`src/common/sync_pkg.sv`:
```
// Purpose: shared constants and types for the standby and frame sync trigger link
// Assumes: one 10 MHz clock stands in for the reference input clock at both ends
// Notes: line and frame counts are module parameters; fixed figures live here
// Operation
// RULE_01: register write starts a soft reset
// RULE_02: sleep_request high enters standby within 2 frames
// RULE_03: sleep_request low returns to normal operation
// RULE_04: clock runs 10 cycles after sleep assert
// RULE_05: clock runs 10 cycles before sleep release
// RULE_06: host broadcasts one sync pulse to cameras
// RULE_07: each accepted sync pulse forwarded to sensor
// RULE_08: single-shot: one frame per pulse, then stop
// RULE_09: continuous: one pulse starts free-running frames
// RULE_10: frame valid after 8 lines plus exposure, delay
// RULE_11: equal cameras align frame valid within 5 pixclks
// RULE_12: all synced cameras share configuration and exposure
// RULE_13: sleep and sync inputs always driven valid
// RULE_14: sync sampled, rising edge triggers, busy ignores
package sync_pkg;

  localparam int unsigned CLK_PERIOD_NS      = 100;
  // least sync pulse width, in reference clock cycles
  localparam int unsigned SYNC_PULSE_CYCLES  = 3;
  // clock must run this long around each sleep edge
  localparam int unsigned CLK_GUARD_CYCLES   = 10;
  localparam int unsigned TRIG_LEAD_LINES    = 8;
  localparam int unsigned STANDBY_MAX_FRAMES = 2;
  localparam int unsigned LINE_CYCLES_DEF    = 64;
  localparam int unsigned ACTIVE_LINES_DEF   = 16;
  localparam int unsigned BLANK_LINES_DEF    = 4;
  localparam int unsigned LINE_CNT_W         = 12;
  localparam logic [3:0]  PULSE_CNT_RESET    = 4'h0;
  localparam logic [3:0]  GUARD_CNT_RESET    = 4'h0;

  typedef enum logic [4:0] {
    ST_IDLE    = 5'b0_0001,
    ST_DELAY   = 5'b0_0010,
    ST_ACTIVE  = 5'b0_0100,
    ST_BLANK   = 5'b0_1000,
    ST_STANDBY = 5'b1_0000
  } cam_state_t;

endpackage : sync_pkg

```
`src/common/sync_link_if.sv`:
```
// Purpose: pins between the host controller and one camera processor
// Assumes: both ends run from the same reference clock
// Notes: all signals are plain levels; no tristate on this link
`timescale 1ns/10ps
interface sync_link_if;
  logic sleep_request;
  logic sync_pulse_in;
  logic out_frame_valid;
  logic out_pixel_clock;

  modport dev (
    input  sleep_request,
    input  sync_pulse_in,
    output out_frame_valid,
    output out_pixel_clock
  );

  modport host (
    output sleep_request,
    output sync_pulse_in,
    input  out_frame_valid,
    input  out_pixel_clock
  );
endinterface : sync_link_if

```
`src/hdl/frame_sync_device.sv`:
```
// Purpose: camera-side standby control and frame sync trigger
// Assumes: clk is the reference input clock; link pins arrive asynchronously
// Notes: frame timing is counted in clk cycles and lines
`timescale 1ns/10ps
module frame_sync_device
  import sync_pkg::*;
#(
  parameter int unsigned LINE_CYCLES  = LINE_CYCLES_DEF,
  parameter int unsigned ACTIVE_LINES = ACTIVE_LINES_DEF,
  parameter int unsigned BLANK_LINES  = BLANK_LINES_DEF,
  parameter int unsigned LW           = LINE_CNT_W
) (
  input  wire logic          clk,
  input  wire logic          rst_b,
  sync_link_if.dev           link,
  input  wire logic          soft_reset_req,
  input  wire logic          continuous_mode,
  input  wire logic [LW-1:0] exposure_lines,
  input  wire logic [LW-1:0] sensor_delay_lines,
  output logic               sensor_start_out,
  output logic               standby_active,
  output logic               busy
);

  localparam int unsigned CW = $clog2(LINE_CYCLES + 1);
  localparam int unsigned DW = LW + 2;
  localparam logic [CW-1:0] LINE_LAST   = CW'(LINE_CYCLES - 1);
  localparam logic [DW-1:0] ACTIVE_LAST = DW'(ACTIVE_LINES - 1);
  localparam logic [DW-1:0] BLANK_LAST  = DW'(BLANK_LINES - 1);
  localparam logic [DW-1:0] LEAD_LINES  = DW'(TRIG_LEAD_LINES);
  localparam logic [3:0]    PULSE_LOAD  = 4'(SYNC_PULSE_CYCLES);

  // two-stage synchronisers for the link pins
  logic sleep_meta;
  logic sleep_sync;
  logic sync_meta;
  logic sync_sync;
  logic sync_prev;

  cam_state_t    state;
  cam_state_t    next_state;
  logic [CW-1:0] cyc;
  logic [DW-1:0] line_cnt;
  logic [DW-1:0] delay_last;
  logic [3:0]    pulse_cnt;
  logic          trig;
  logic          accept;
  logic          line_tick;
  logic          state_change;
  logic          pix_toggle;

  always_ff @(posedge clk or negedge rst_b) begin
    if (!rst_b) begin
      sleep_meta <= 1'b0;
      sleep_sync <= 1'b0;
    end else begin
      sleep_meta <= link.sleep_request;
      sleep_sync <= sleep_meta;
    end
  end

  always_ff @(posedge clk or negedge rst_b) begin
    if (!rst_b) begin
      sync_meta <= 1'b0;
      sync_sync <= 1'b0;
      sync_prev <= 1'b0;
    end else begin
      sync_meta <= link.sync_pulse_in;
      sync_sync <= sync_meta;
      sync_prev <= sync_sync;
    end
  end

  // edge detect on the settled copy, never on the first stage
  assign trig = sync_sync & ~sync_prev; // RULE_14

  // only an idle, awake camera takes a trigger; later pulses are dropped
  assign accept = (state == ST_IDLE) && !sleep_sync && trig && !soft_reset_req; // RULE_14

  assign line_tick    = (cyc == LINE_LAST);
  assign delay_last   = LEAD_LINES + DW'(exposure_lines) + DW'(sensor_delay_lines) - DW'(1); // RULE_10
  assign state_change = (next_state != state);

  always_comb begin
    next_state = state;
    case (state)
      ST_IDLE: begin
        if (sleep_sync) begin
          next_state = ST_STANDBY; // RULE_02
        end else if (accept) begin
          next_state = ST_DELAY;
        end
      end
      ST_DELAY: begin
        if (sleep_sync) begin
          next_state = ST_STANDBY; // RULE_02
        end else if (line_tick && line_cnt == delay_last) begin
          next_state = ST_ACTIVE; // RULE_10
        end
      end
      ST_ACTIVE: begin
        // a frame in flight is finished before standby; bounded by one frame
        if (line_tick && line_cnt == ACTIVE_LAST) begin
          if (sleep_sync) begin
            next_state = ST_STANDBY; // RULE_02
          end else if (continuous_mode) begin
            next_state = ST_BLANK; // RULE_09
          end else begin
            next_state = ST_IDLE; // RULE_08
          end
        end
      end
      ST_BLANK: begin
        if (sleep_sync) begin
          next_state = ST_STANDBY; // RULE_02
        end else if (line_tick && line_cnt == BLANK_LAST) begin
          next_state = continuous_mode ? ST_ACTIVE : ST_IDLE; // RULE_09
        end
      end
      ST_STANDBY: begin
        if (!sleep_sync) begin
          next_state = ST_IDLE; // RULE_03
        end
      end
      default: begin
        next_state = ST_IDLE;
      end
    endcase
  end

  always_ff @(posedge clk or negedge rst_b) begin
    if (!rst_b) begin
      state <= ST_IDLE;
    end else if (soft_reset_req) begin
      state <= ST_IDLE; // RULE_01
    end else begin
      state <= next_state;
    end
  end

  // line timer restarts on every state change so latency from the sync
  // edge is a fixed cycle count; equal cameras then line up
  always_ff @(posedge clk or negedge rst_b) begin
    if (!rst_b) begin
      cyc      <= '0;
      line_cnt <= '0;
    end else if (soft_reset_req || state_change) begin
      cyc      <= '0; // RULE_11
      line_cnt <= '0;
    end else if (line_tick) begin
      cyc      <= '0;
      line_cnt <= line_cnt + DW'(1);
    end else begin
      cyc <= cyc + CW'(1);
    end
  end

  // stretched trigger keeps the sensor pulse at least the least sync width
  always_ff @(posedge clk or negedge rst_b) begin
    if (!rst_b) begin
      pulse_cnt <= PULSE_CNT_RESET;
    end else if (soft_reset_req) begin
      pulse_cnt <= PULSE_CNT_RESET; // RULE_01
    end else if (accept) begin
      pulse_cnt <= PULSE_LOAD; // RULE_07
    end else if (pulse_cnt != PULSE_CNT_RESET) begin
      pulse_cnt <= pulse_cnt - 4'h1;
    end
  end

  always_ff @(posedge clk or negedge rst_b) begin
    if (!rst_b) begin
      sensor_start_out <= 1'b0;
    end else if (soft_reset_req) begin
      sensor_start_out <= 1'b0;
    end else begin
      sensor_start_out <= accept || (pulse_cnt > 4'h1); // RULE_07
    end
  end

  always_ff @(posedge clk or negedge rst_b) begin
    if (!rst_b) begin
      link.out_frame_valid <= 1'b0;
      standby_active       <= 1'b0;
      busy                 <= 1'b0;
    end else if (soft_reset_req) begin
      link.out_frame_valid <= 1'b0;
      standby_active       <= 1'b0;
      busy                 <= 1'b0;
    end else begin
      link.out_frame_valid <= (next_state == ST_ACTIVE); // RULE_10
      standby_active       <= (next_state == ST_STANDBY); // RULE_02
      busy                 <= (next_state != ST_IDLE) && (next_state != ST_STANDBY);
    end
  end

  // pixel clock is clk/2, parked low in standby to save power; keyed on the
  // next state so it is already low on the edge that enters standby
  assign pix_toggle = (next_state != ST_STANDBY);

  always_ff @(posedge clk or negedge rst_b) begin
    if (!rst_b) begin
      link.out_pixel_clock <= 1'b0;
    end else if (pix_toggle) begin
      link.out_pixel_clock <= ~link.out_pixel_clock;
    end else begin
      link.out_pixel_clock <= 1'b0; // RULE_02
    end
  end

endmodule : frame_sync_device

```
`src/flat_wrapper.sv`:
```
// flat-port wrapper written by rule: the top's interface ports become plain ports
module frame_sync_device_flat import sync_pkg::*;
#(
  parameter int unsigned LINE_CYCLES  = LINE_CYCLES_DEF,
  parameter int unsigned ACTIVE_LINES = ACTIVE_LINES_DEF,
  parameter int unsigned BLANK_LINES  = BLANK_LINES_DEF,
  parameter int unsigned LW           = LINE_CNT_W
)
  (clk, rst_b, soft_reset_req, continuous_mode, exposure_lines, sensor_delay_lines, sensor_start_out, standby_active, busy, link_sleep_request, link_sync_pulse_in, link_out_frame_valid, link_out_pixel_clock);
  sync_link_if link_i ();
  input  wire logic clk;
  input  wire logic rst_b;
  input  wire logic soft_reset_req;
  input  wire logic continuous_mode;
  input  wire logic [LW-1:0] exposure_lines;
  input  wire logic [LW-1:0] sensor_delay_lines;
  output logic sensor_start_out;
  output logic standby_active;
  output logic busy;
  input wire logic [$bits(link_i.sleep_request)-1:0] link_sleep_request;
  input wire logic [$bits(link_i.sync_pulse_in)-1:0] link_sync_pulse_in;
  output wire logic [$bits(link_i.out_frame_valid)-1:0] link_out_frame_valid;
  output wire logic [$bits(link_i.out_pixel_clock)-1:0] link_out_pixel_clock;
  assign link_i.sleep_request = link_sleep_request;
  assign link_i.sync_pulse_in = link_sync_pulse_in;
  assign link_out_frame_valid = link_i.out_frame_valid;
  assign link_out_pixel_clock = link_i.out_pixel_clock;
  frame_sync_device #(.LINE_CYCLES(LINE_CYCLES), .ACTIVE_LINES(ACTIVE_LINES), .BLANK_LINES(BLANK_LINES), .LW(LW)) u_core (.clk(clk), .rst_b(rst_b), .link(link_i), .soft_reset_req(soft_reset_req), .continuous_mode(continuous_mode), .exposure_lines(exposure_lines), .sensor_delay_lines(sensor_delay_lines), .sensor_start_out(sensor_start_out), .standby_active(standby_active), .busy(busy));
endmodule
```
`config.mk`:
```
export PLATFORM = sky130hd
export DESIGN_NAME = frame_sync_device_flat
export DESIGN_NICKNAME = d
export VERILOG_FILES = /design/src/common/sync_pkg.sv /design/src/common/sync_link_if.sv /design/src/hdl/frame_sync_device.sv /design/src/flat_wrapper.sv
export SDC_FILE = /design/constraint.sdc
export NUM_CORES = 1
export LEC_CHECK = 0
export BUFFER_PORTS_ARGS = -buffer_cell sky130_fd_sc_hd__buf_4
export CAP_MARGIN = 30
export CORE_MARGIN = 2
export CORE_UTILIZATION = 40
export DETAILED_ROUTE_END_ITERATION = 10
export GPL_ROUTABILITY_DRIVEN = 0
export GPL_TIMING_DRIVEN = 0
export MAX_ROUTING_LAYER = met4
export PLACE_DENSITY = 0.6
export SETUP_SLACK_MARGIN = 0.02
export SYNTH_ARGS = -nofsm -noshare
export SYNTH_HDL_FRONTEND = slang
export SYNTH_SLANG_ARGS = --single-unit
```
`constraint.sdc`:
```
create_clock -name clk -period 3.7 [get_ports clk]
set_clock_uncertainty 0.2 [all_clocks]
set_input_delay 0.74 -clock clk [delete_from_list [all_inputs] [get_ports clk]]
set_output_delay 0.74 -clock clk [all_outputs]
set_load 0.1 [all_outputs]
```
# --- Yosys cells after proc, flatten, opt, wreduce, memory -nomap -nowiden ---
# Cells that the tools add are included.
classes:
  bitwise_logic: 3
  muxes: 25
  magnitude_cmp: 1
  n_addsub: 6
  eq_ne: 14
  n_reduce_logical: 14
ops:
  columns: ["op", "n"]
  rows:
  - ["two-way mux 5 bit", 10]
  - ["two-way mux 14 bit", 2]
  - ["case mux 5 bit (5 select lines)", 1]
  - ["two-way mux 4 bit", 4]
  - ["adder 14 x 1 -> 14 bit, second input constant", 1]
  - ["adder 14 x 12 -> 14 bit", 1]
  - ["== test 14 bit", 1]
  - ["== test 14 x 2 -> 1 bit, second input constant", 1]
  - ["== test 14 x 4 -> 1 bit, second input constant", 1]
  - ["two-way mux 7 bit", 2]
  - ["subtractor 14 x 1 -> 14 bit, second input constant", 1]
  - ["adder 4 x 12 -> 13 bit, first input constant", 1]
  - ["== test 5 x 3 -> 1 bit, second input constant", 2]
  - ["== test 5 bit, second input constant", 2]
  - ["adder 7 x 1 -> 7 bit, second input constant", 1]
  - ["== test 7 x 6 -> 1 bit, second input constant", 1]
  - ["logical AND 1 bit", 7]
  - ["== test 5 x 1 -> 1 bit, second input constant", 1]
  - ["== test 5 x 2 -> 1 bit, second input constant", 1]
  - ["== test 5 x 4 -> 1 bit, second input constant", 1]
  - ["two-way mux 1 bit", 5]
  - ["inequality test 5 x 1 -> 1 bit, second input constant", 1]
  - ["inequality test 5 bit", 1]
  - ["inequality test 5 bit, second input constant", 1]
  - ["10 further kinds", 13]
word_totals:
  wordCells: 77
  output_inout_bits: 5
  in_bits: 30
  regBits: 40

# --- Longest topological paths before layout ---
# Gate-level depths: netlist of the first run.
depth:
  word_depth: 11
  mapped_depth: 16
  ltp_nobuf: 14

# --- Worst setup path after synthesis of the first run ---
# Ideal clock, no wire load.
synth_timing:
  kind: "input to register"
  start: "input exposure_lines[3]"
  end: "register u_core.line_cnt[11]"
  required_ns: 3.381
  setup_ns: 0.119
  arrival_time_ns: 3.703
  cell_stages: 15
  path_slack_ns: -0.323
  n_path_buf: 2
  cell_sequence: "ha_1 -> and3_1 -> xnor2_1 -> ha_1 -> inv_1 -> ha_1 -> buf_4 -> and3_2 -> and3_2 -> or4_4 -> a2111oi_4 -> o2111a_1 -> a41o_2 -> buf_12 -> nor2_2"
synth_between:
  elab_chain_cells: 11
  elab_cells_between_ends: 12
  cone_classes: "add/sub: 3; eq/ne: 2; mux: 4; reduce/logical: 3"
synth_lines:
  columns: ["element", "line", "rtl"]
  rows:
  - ["start: declaration", "flat_wrapper.sv:15", "input wire logic [LW-1:0] exposure_lines;"]
  - ["adder 4 x 12 -> 13 bit *", "frame_sync_device.sv:81", "assign delay_last = LEAD_LINES + DW'(exposure_lines) + DW'(sensor_delay_lines) - DW'(1);"]
  - ["adder 14 x 12 -> 14 bit *", "frame_sync_device.sv:81", null]
  - ["subtractor 14 x 1 -> 14 bit *", "frame_sync_device.sv:81", null]
  - ["== test 14 bit *", "frame_sync_device.sv:97", "end else if (line_tick && line_cnt == delay_last) begin"]
  - ["logical AND 1 bit *", "frame_sync_device.sv:97", null]
  - ["two-way mux 5 bit *", "frame_sync_device.sv:97", null]
  - ["two-way mux 5 bit *", "frame_sync_device.sv:95", "if (sleep_sync) begin"]
  - ["case mux 5 bit (5 select lines) *", "frame_sync_device.sv:86", "case (state)"]
  - ["inequality test 5 bit *", "frame_sync_device.sv:82", "assign state_change = (next_state != state);"]
  - ["logical OR 1 bit *", "frame_sync_device.sv:147", "end else if (soft_reset_req || state_change) begin"]
  - ["two-way mux 14 bit or nonzero test 2 bit (tied branches)", null, null]
  - ["end signal: assignment", "frame_sync_device.sv:152", "line_cnt <= line_cnt + DW'(1);"]
  - ["end: declaration", "frame_sync_device.sv:43", "logic [DW-1:0] line_cnt;"]
# Every way passes the cells marked *; elsewhere a longest branch is shown, timed or not.
# A chain may end at the register's enable or synchronous reset.

# --- Worst setup path in the final report of the first run ---
layout_timing:
  start: "input exposure_lines[3]"
  end: "register u_core.line_cnt[12]"
# Same word-level chain as after synthesis.

==> results.cfg, run 1 <==
[status]
status = finished, violations left
violations = negative setup slack

[cells_and_area]
fillers = 799
multi_input_area_um2 = 2420
nets = 510
syn2layout_area_growth_pct = 25.3
drive_gt1_share_pct = 27.8
fin_cells = 555
antenna_cells = 0
final_cell_area_um2 = 4330
regArea_um2 = 1000

[critical_path]
crit_fanout = 6
path_common_cell = ha_4
reg2reg_slack_ps = 720
crit_chain = buf_8 > ha_4 > and3_4 > xnor2_4 > ha_4 > inv_2 > ha_4 > buf_6 > xnor2_4 > and3_4 > or4_4 > a2111oi_4 > o2111a_1 > a41o_4 > buf_8 > nor2_2
worstPathArrival_ps = 3730
slowest_delay_ps = 540
cp-end-kind = flop
critical_path_required_ps = 3690
crit_type = input pin to flop
r2r.worst_path.cells = 10
critPathLaunchType = input pin
slowest_stage = or4_4

[run]
drv_cap = 0

[place]
portBuffers = 34
dpl.cell_count = 539
place_area_um2 = 3880
dpl.hpwl_um = 5510

[synth]
yosysWarnings = 0
syn_avg_cell_area_um2 = 8.65
synth_area_leaders = dfrtp_1 (28%), ha_1 (11%), xnor2_1 (6.6%)
synth.top_cells.by_count = inv_1 (48), dfrtp_1 (39), nor2_1 (39), ha_1 (30), xnor2_1 (26)
syn-num-nets = 461
synth_async_sr_flop_share_pct = 100
yosys.area.top_type_share_pct = 28.2
synthesis.area_um2 = 3460
ys_seq_elements = 40
synth_edf_count = 0
yosysUniqueCellTypes = 66
synthFlopType = dfrtp_1
synth_cells = 400
ys_seq_area_share_pct = 29.0
yosysMostFrequentCell = inv_1
yosysTopAreaCell = dfrtp_1

[timing]
fin_ws_ps = -35.4
report.final.slew_viol_count = 0
hold_violations = 0
rsz0062_at_grt = true
setup_viol = 15
final.min_clock_period_ps = 3740
totalNegativeSetupSlack_ps = -265
tightest_slew_ps = 654
timing.fmax_mhz = 268
relSlewSlack_pct = 56.1
fin_crit_sh_pct = 101

[grt]
grt_use_total_pct = 16.3
grt_max_degree = 41
grt_pass1_vias = 2790
busiest_layer = met2
antenna_found_initial = 0
grtUsageMet1_pct = 22.5
grt_pass1_wl_um = 12700
overflow = 0
grt_use_met3_pct = 2.60
use_met2_pct = 25.4

[power_and_ir_drop]
peakVddDrop_v = 0.000225
p_per_area_nw_per_um2 = 370
pwr-share-seq_pct = 30.4
clkPwrFrac_pct = 24.5
p_leak_nw = 1.91
p_sw_share_pct = 36.6
p_sw_uw = 587
internal_power_mw = 1.02
p_comb_share_pct = 45.2

[drt]
routed_wl_um = 7510
vias = 2910
dr.pass1.iters = 4
via_per_inst = 5.24
drtIter0Drc = 145
drtAntennaViolNets = 0
routedWlPerCell_um = 13.5
route.detailed.drc = 0

[clocking]
clkTransAtPathRegs_ps = 80
cts_buffers = 5
cts_root_buf = clkbuf_8
cts.sinks = 40
cts_tree = built
insertion_delay_ps = 300
cts_htree_levels = 2
clk_path_buf_depth = 2
hold_buffers = 0

[floorplan]
die_height_um = 97.0
ios = 35
placeableCoreArea_um2 = 8300
die_w_um = 97.0
rows = 33
die_area_um2 = 9410
start_util_pct = 41.7

[min_path]
min_path_type = flop to flop
holdPathStages = 0
layout by cell type (no fill, tap or decap), types with 8 or more instances in the layout:
master	netlist	layout
buf_4	1	41
nand4_1	9	9
dfrtp_1	39	39
a21oi_1	12	11
ha_1	30	22
nand3_1	13	11
xnor2_1	26	23
and3_1	9	8
nor2_2	10	12
nor2_1	39	35
clkbuf_8	2	9
nand2_1	24	23
o21ai_0	12	12
xor2_1	23	22
nor3_1	15	15
inv_1	48	45
kinds of logic after synthesis:
| family | Yosys count | synth area share (%) |
|---|---|---|
| adder cells (fa/ha/maj) | 31 | 11.4 |
| flip-flops | 40 | 29.0 |
| AO/OA/AOI/OAI | 65 | 15.2 |
| buffers and inverters | 63 | 8.36 |
| XOR/XNOR | 49 | 12.4 |
| multiplexers | 2 | 0.615 |
| AND/OR/NAND/NOR | 150 | 23.0 |
flip-flops by register name, indices dropped and copies added, names as in the netlist:
signal and count:
u_core.sync_prev 1, u_core.pulse_cnt 4, u_core.line_cnt 14, u_core.standby_active 1, u_core.state 5, u_core.sleep_sync 1, u_core.sleep_meta 1, u_core.cyc 7
u_core.sensor_start_out 1, u_core.sync_meta 1, u_core.link.out_frame_valid 1, u_core.sync_sync 1, u_core.link.out_pixel_clock 1, u_core.busy 1
routing by layer:
| layer | wire length, µm | vias up | part of all wire (%) |
|---|---|---|---|
| li1 | - | 1484 | - |
| met1 | 3740 | 1384 | 50 |
| met2 | 3470 | 33 | 46 |
| met3 | 224 | 9 | 3.0 |
| met4 | 79 | 0 | 1.1 |
| met5 | 0 | - | 0 |
critical path: cells and delay by family:
family          cells  cell delay [ps]
compound gates      3              790
xor+xnor            2              320
fa+ha+maj           3              510
buf+inv             4              420
simple gates        4              940
per-stage QoR:
stage / utilization, % / power, mW / worst slack, ps / hold slack, ps
final: 52.2 / 1.60 / -35.4 / 151
after global routing: 52.2 / 1.71 / -135 / 163
after CTS: 50.1 / 1.55 / -134 / 153
after detailed placement: 46.8 / 1.12 / -656 / 136
after global placement: 46.8 / 1.11 / -649 / 132
after floorplan: - / 0.980 / -253 / 131
path summary, 6_finish.rpt:
kind                                         from                   to
max in group asynchronous                   rst_b      u_core.state[0]
worst max-delay path            exposure_lines[3]  u_core.line_cnt[12]
min in group asynchronous                   rst_b    u_core.sleep_meta
worst min register to register   u_core.sync_meta     u_core.sync_sync
worst max register to register      u_core.cyc[0]  u_core.line_cnt[12]
worst min-delay path             u_core.sync_meta     u_core.sync_sync
layout make-up:
type,count,share of cell area (%)
Multi-Input combinational cell,297,56.0
Sequential cell,40,23.1
Timing Repair Buffer,47,9.04
Inverter,48,4.16
Tap cell,105,3.03
Clock buffer,7,2.22
Buffer,10,1.76
Clock inverter,1,0.693
what timing repair did:
action	CTS	global route
cloned	1	0
setup endpoints to repair	18	18
buffers inserted	9	5
pin swaps	12	21
resized for setup	13	33
power by group through the flow:
stage               combinational (mW)  sequential (mW)  clock [mW]
global route                     0.797            0.492       0.418
global placement                 0.611            0.496           0
finish                           0.724            0.487       0.392
CTS                              0.666            0.488       0.401
detailed placement               0.624            0.496           0
floorplan                        0.422            0.558           0
Note: power is estimated with default switching activity, not from simulation.
==> run 2, diff against run 1 <==
--- a/config.mk
+++ b/config.mk
@@ -5,6 +5,7 @@
 export SDC_FILE = /design/constraint.sdc
 export NUM_CORES = 1
 export LEC_CHECK = 0
+export ABC_CLOCK_PERIOD_IN_PS = 3500
 export BUFFER_PORTS_ARGS = -buffer_cell sky130_fd_sc_hd__buf_4
 export CAP_MARGIN = 30
 export CORE_MARGIN = 2
==> constraint.sdc (replaced) <==
create_clock -name clk -period 3.5 [get_ports clk]
set_clock_uncertainty 0.2 [all_clocks]
set_input_delay 0.7 -clock clk [delete_from_list [all_inputs] [get_ports clk]]
set_output_delay 0.7 -clock clk [all_outputs]
set_load 0.1 [all_outputs]
==> run 2 against run 1 <==
The run still ends with negative setup slack left. Utilization down 0.30 points. Sequential share of layout area up 0.13 points. Final cell count is the same. Total power grew 2.9%. Combinational power grew 6.6%. Non-clock buffer count unchanged. Sequential power up 6.0%. Routed wire length down 0.68%. Worst setup slack got worse by 190 ps. Via count fell by 1.2%. Clock-buffer cell count shrank 1. Register-to-register slack got worse by 190 ps.
==> results.cfg, run 2 (synthesis gave the netlist of run 1 again) <==
[status]
status = finished, violations left
violations = negative setup slack

[power_and_ir_drop]
finalPower_mw = 1.65
p_leak_nw = 1.91
peakVddDrop_v = 0.000209
p_per_area_nw_per_um2 = 383

[cells_and_area]
mostFrequentLayoutCell = inv_1
top_register = u_core.line_cnt
nets = 510
final_cell_mix = inv_1 (44), buf_4 (41), dfrtp_1 (39)
antenna_cells = 0
final_cell_area_um2 = 4310
syn2layout_area_growth_pct = 24.5
largest_reg_flops = 14
drive_gt1_share_pct = 28.2
fin_cells = 555
postLayoutCoreUtil_pct = 51.9
top_regs = u_core.line_cnt (14), u_core.cyc (7), u_core.state (5)
fillers = 794

[floorplan]
ios = 35
die_w_um = 97.0
die_area_um2 = 9410
rows = 33
die_height_um = 97.0
start_util_pct = 41.7
placeableCoreArea_um2 = 8300

[clocking]
cts.sinks = 40
clk_path_buf_depth = 2
insertion_delay_ps = 280
cts_htree_levels = 2
cts_buffers = 5
cts_root_buf = clkbuf_8
clkTransAtPathRegs_ps = 70
cts_tree = built

[critical_path]
critPathLaunchType = input pin
crit_type = input pin to flop
r2r-start = u_core.cyc[0]
crit_fanout = 7
cp-end-kind = flop
worstPathArrival_ps = 3700
r2r_end = u_core.line_cnt[4]
reg2reg_slack_ps = 530
r2r.worst_path.cells = 10
critical_path_required_ps = 3480

[place]
post-place-ws_ps = -869
portBuffers = 34
dpl.hpwl_um = 5530
dpl.cell_count = 539
place_area_um2 = 3900

[grt]
busiest_layer = met2
use_met2_pct = 26.5
overflow = 0
antenna_found_initial = 0
grtUsageMet1_pct = 22.0
grt_pass1_vias = 2838
grt_use_met3_pct = 2.82
grt_pass1_wl_um = 12800
grt_use_total_pct = 16.5
grt_max_degree = 41

[min_path]
hp-start = u_core.sync_meta
holdPathStages = 0
whs_endpoint = u_core.sync_sync
min_path_type = flop to flop

[drt]
drtIter0Drc = 179
route.detailed.drc = 0
routedWlPerCell_um = 13.4
vias = 2876
via_per_inst = 5.18
routed_wl_um = 7460
drtAntennaViolNets = 0
dr.pass1.iters = 4

[timing]
hold_violations = 0
fin_ws_ps = -221
totalNegativeSetupSlack_ps = -3190
timing.fmax_mhz = 269
rsz0062_at_grt = true
setup_viol = 17
final.min_clock_period_ps = 3720
tightest_slew_ps = 653
relSlewSlack_pct = 56.1
fin_crit_sh_pct = 106
worst_hold_slack_ps = 152
report.final.slew_viol_count = 0

[run]
drv_cap = 0
## run 2: what timing repair did
action / CTS / global route
gates cloned: 1 / 0
hold buffers: 0 / 0
pin swaps: 25 / 19
buffers inserted: 10 / 4
resized for setup: 27 / 21
endpoints found under the setup margin: 18 / 18
## run 2: area by class of cell
type	count	area, µm²	area share, %
clock buffers	6	72.6	1.69
flip-flops and latches	40	1000	23.3
plain buffers	10	76.3	1.77
inverters	48	180	4.18
clock inverters	2	35.0	0.813
well taps	105	131	3.05
repair buffers	47	395	9.18
multi-input cells	297	2410	56.0
## run 2: power by group
group | switching (mW) | internal [mW] | total [mW]
clock network | 0.151 | 0.211 | 0.362
registers | 0.0197 | 0.496 | 0.516
logic | 0.436 | 0.337 | 0.772
total | 0.606 | 1.04 | 1.65
## run 2: how the worst max path moves through the flow
stage | startpoint | endpoint | depth (start not counted)
2_1_floorplan | exposure_lines[3] | u_core.line_cnt[6] | 15
3_3_place_gp | exposure_lines[3] | u_core.line_cnt[9] | 16
3_5_place_dp | exposure_lines[3] | u_core.line_cnt[7] | 16
4_1_cts | exposure_lines[3] | u_core.line_cnt[6] | 17
5_1_grt | exposure_lines[7] | u_core.line_cnt[12] | 16
6_report | exposure_lines[7] | u_core.line_cnt[4] | 16
## run 2: layer usage
| layer | wire (µm) | up-vias |
|---|---|---|
| met5 | 0 | - |
| met4 | 66 | 0 |
| met3 | 203 | 6 |
| met2 | 3470 | 40 |
| met1 | 3720 | 1352 |
| li1 | - | 1478 |
## run 2: critical path, stage by stage
cell and delay, ps:
buf_4 130, nand2_1 120, nor2_4 60, xnor2_1 120, ha_1 300, inv_2 50
ha_4 230, buf_6 130, xnor2_4 160, and3_4 200, or4_4 540, a2111oi_4 290
o2111a_1 240, a41o_4 250, buf_8 140, nor2_2 30
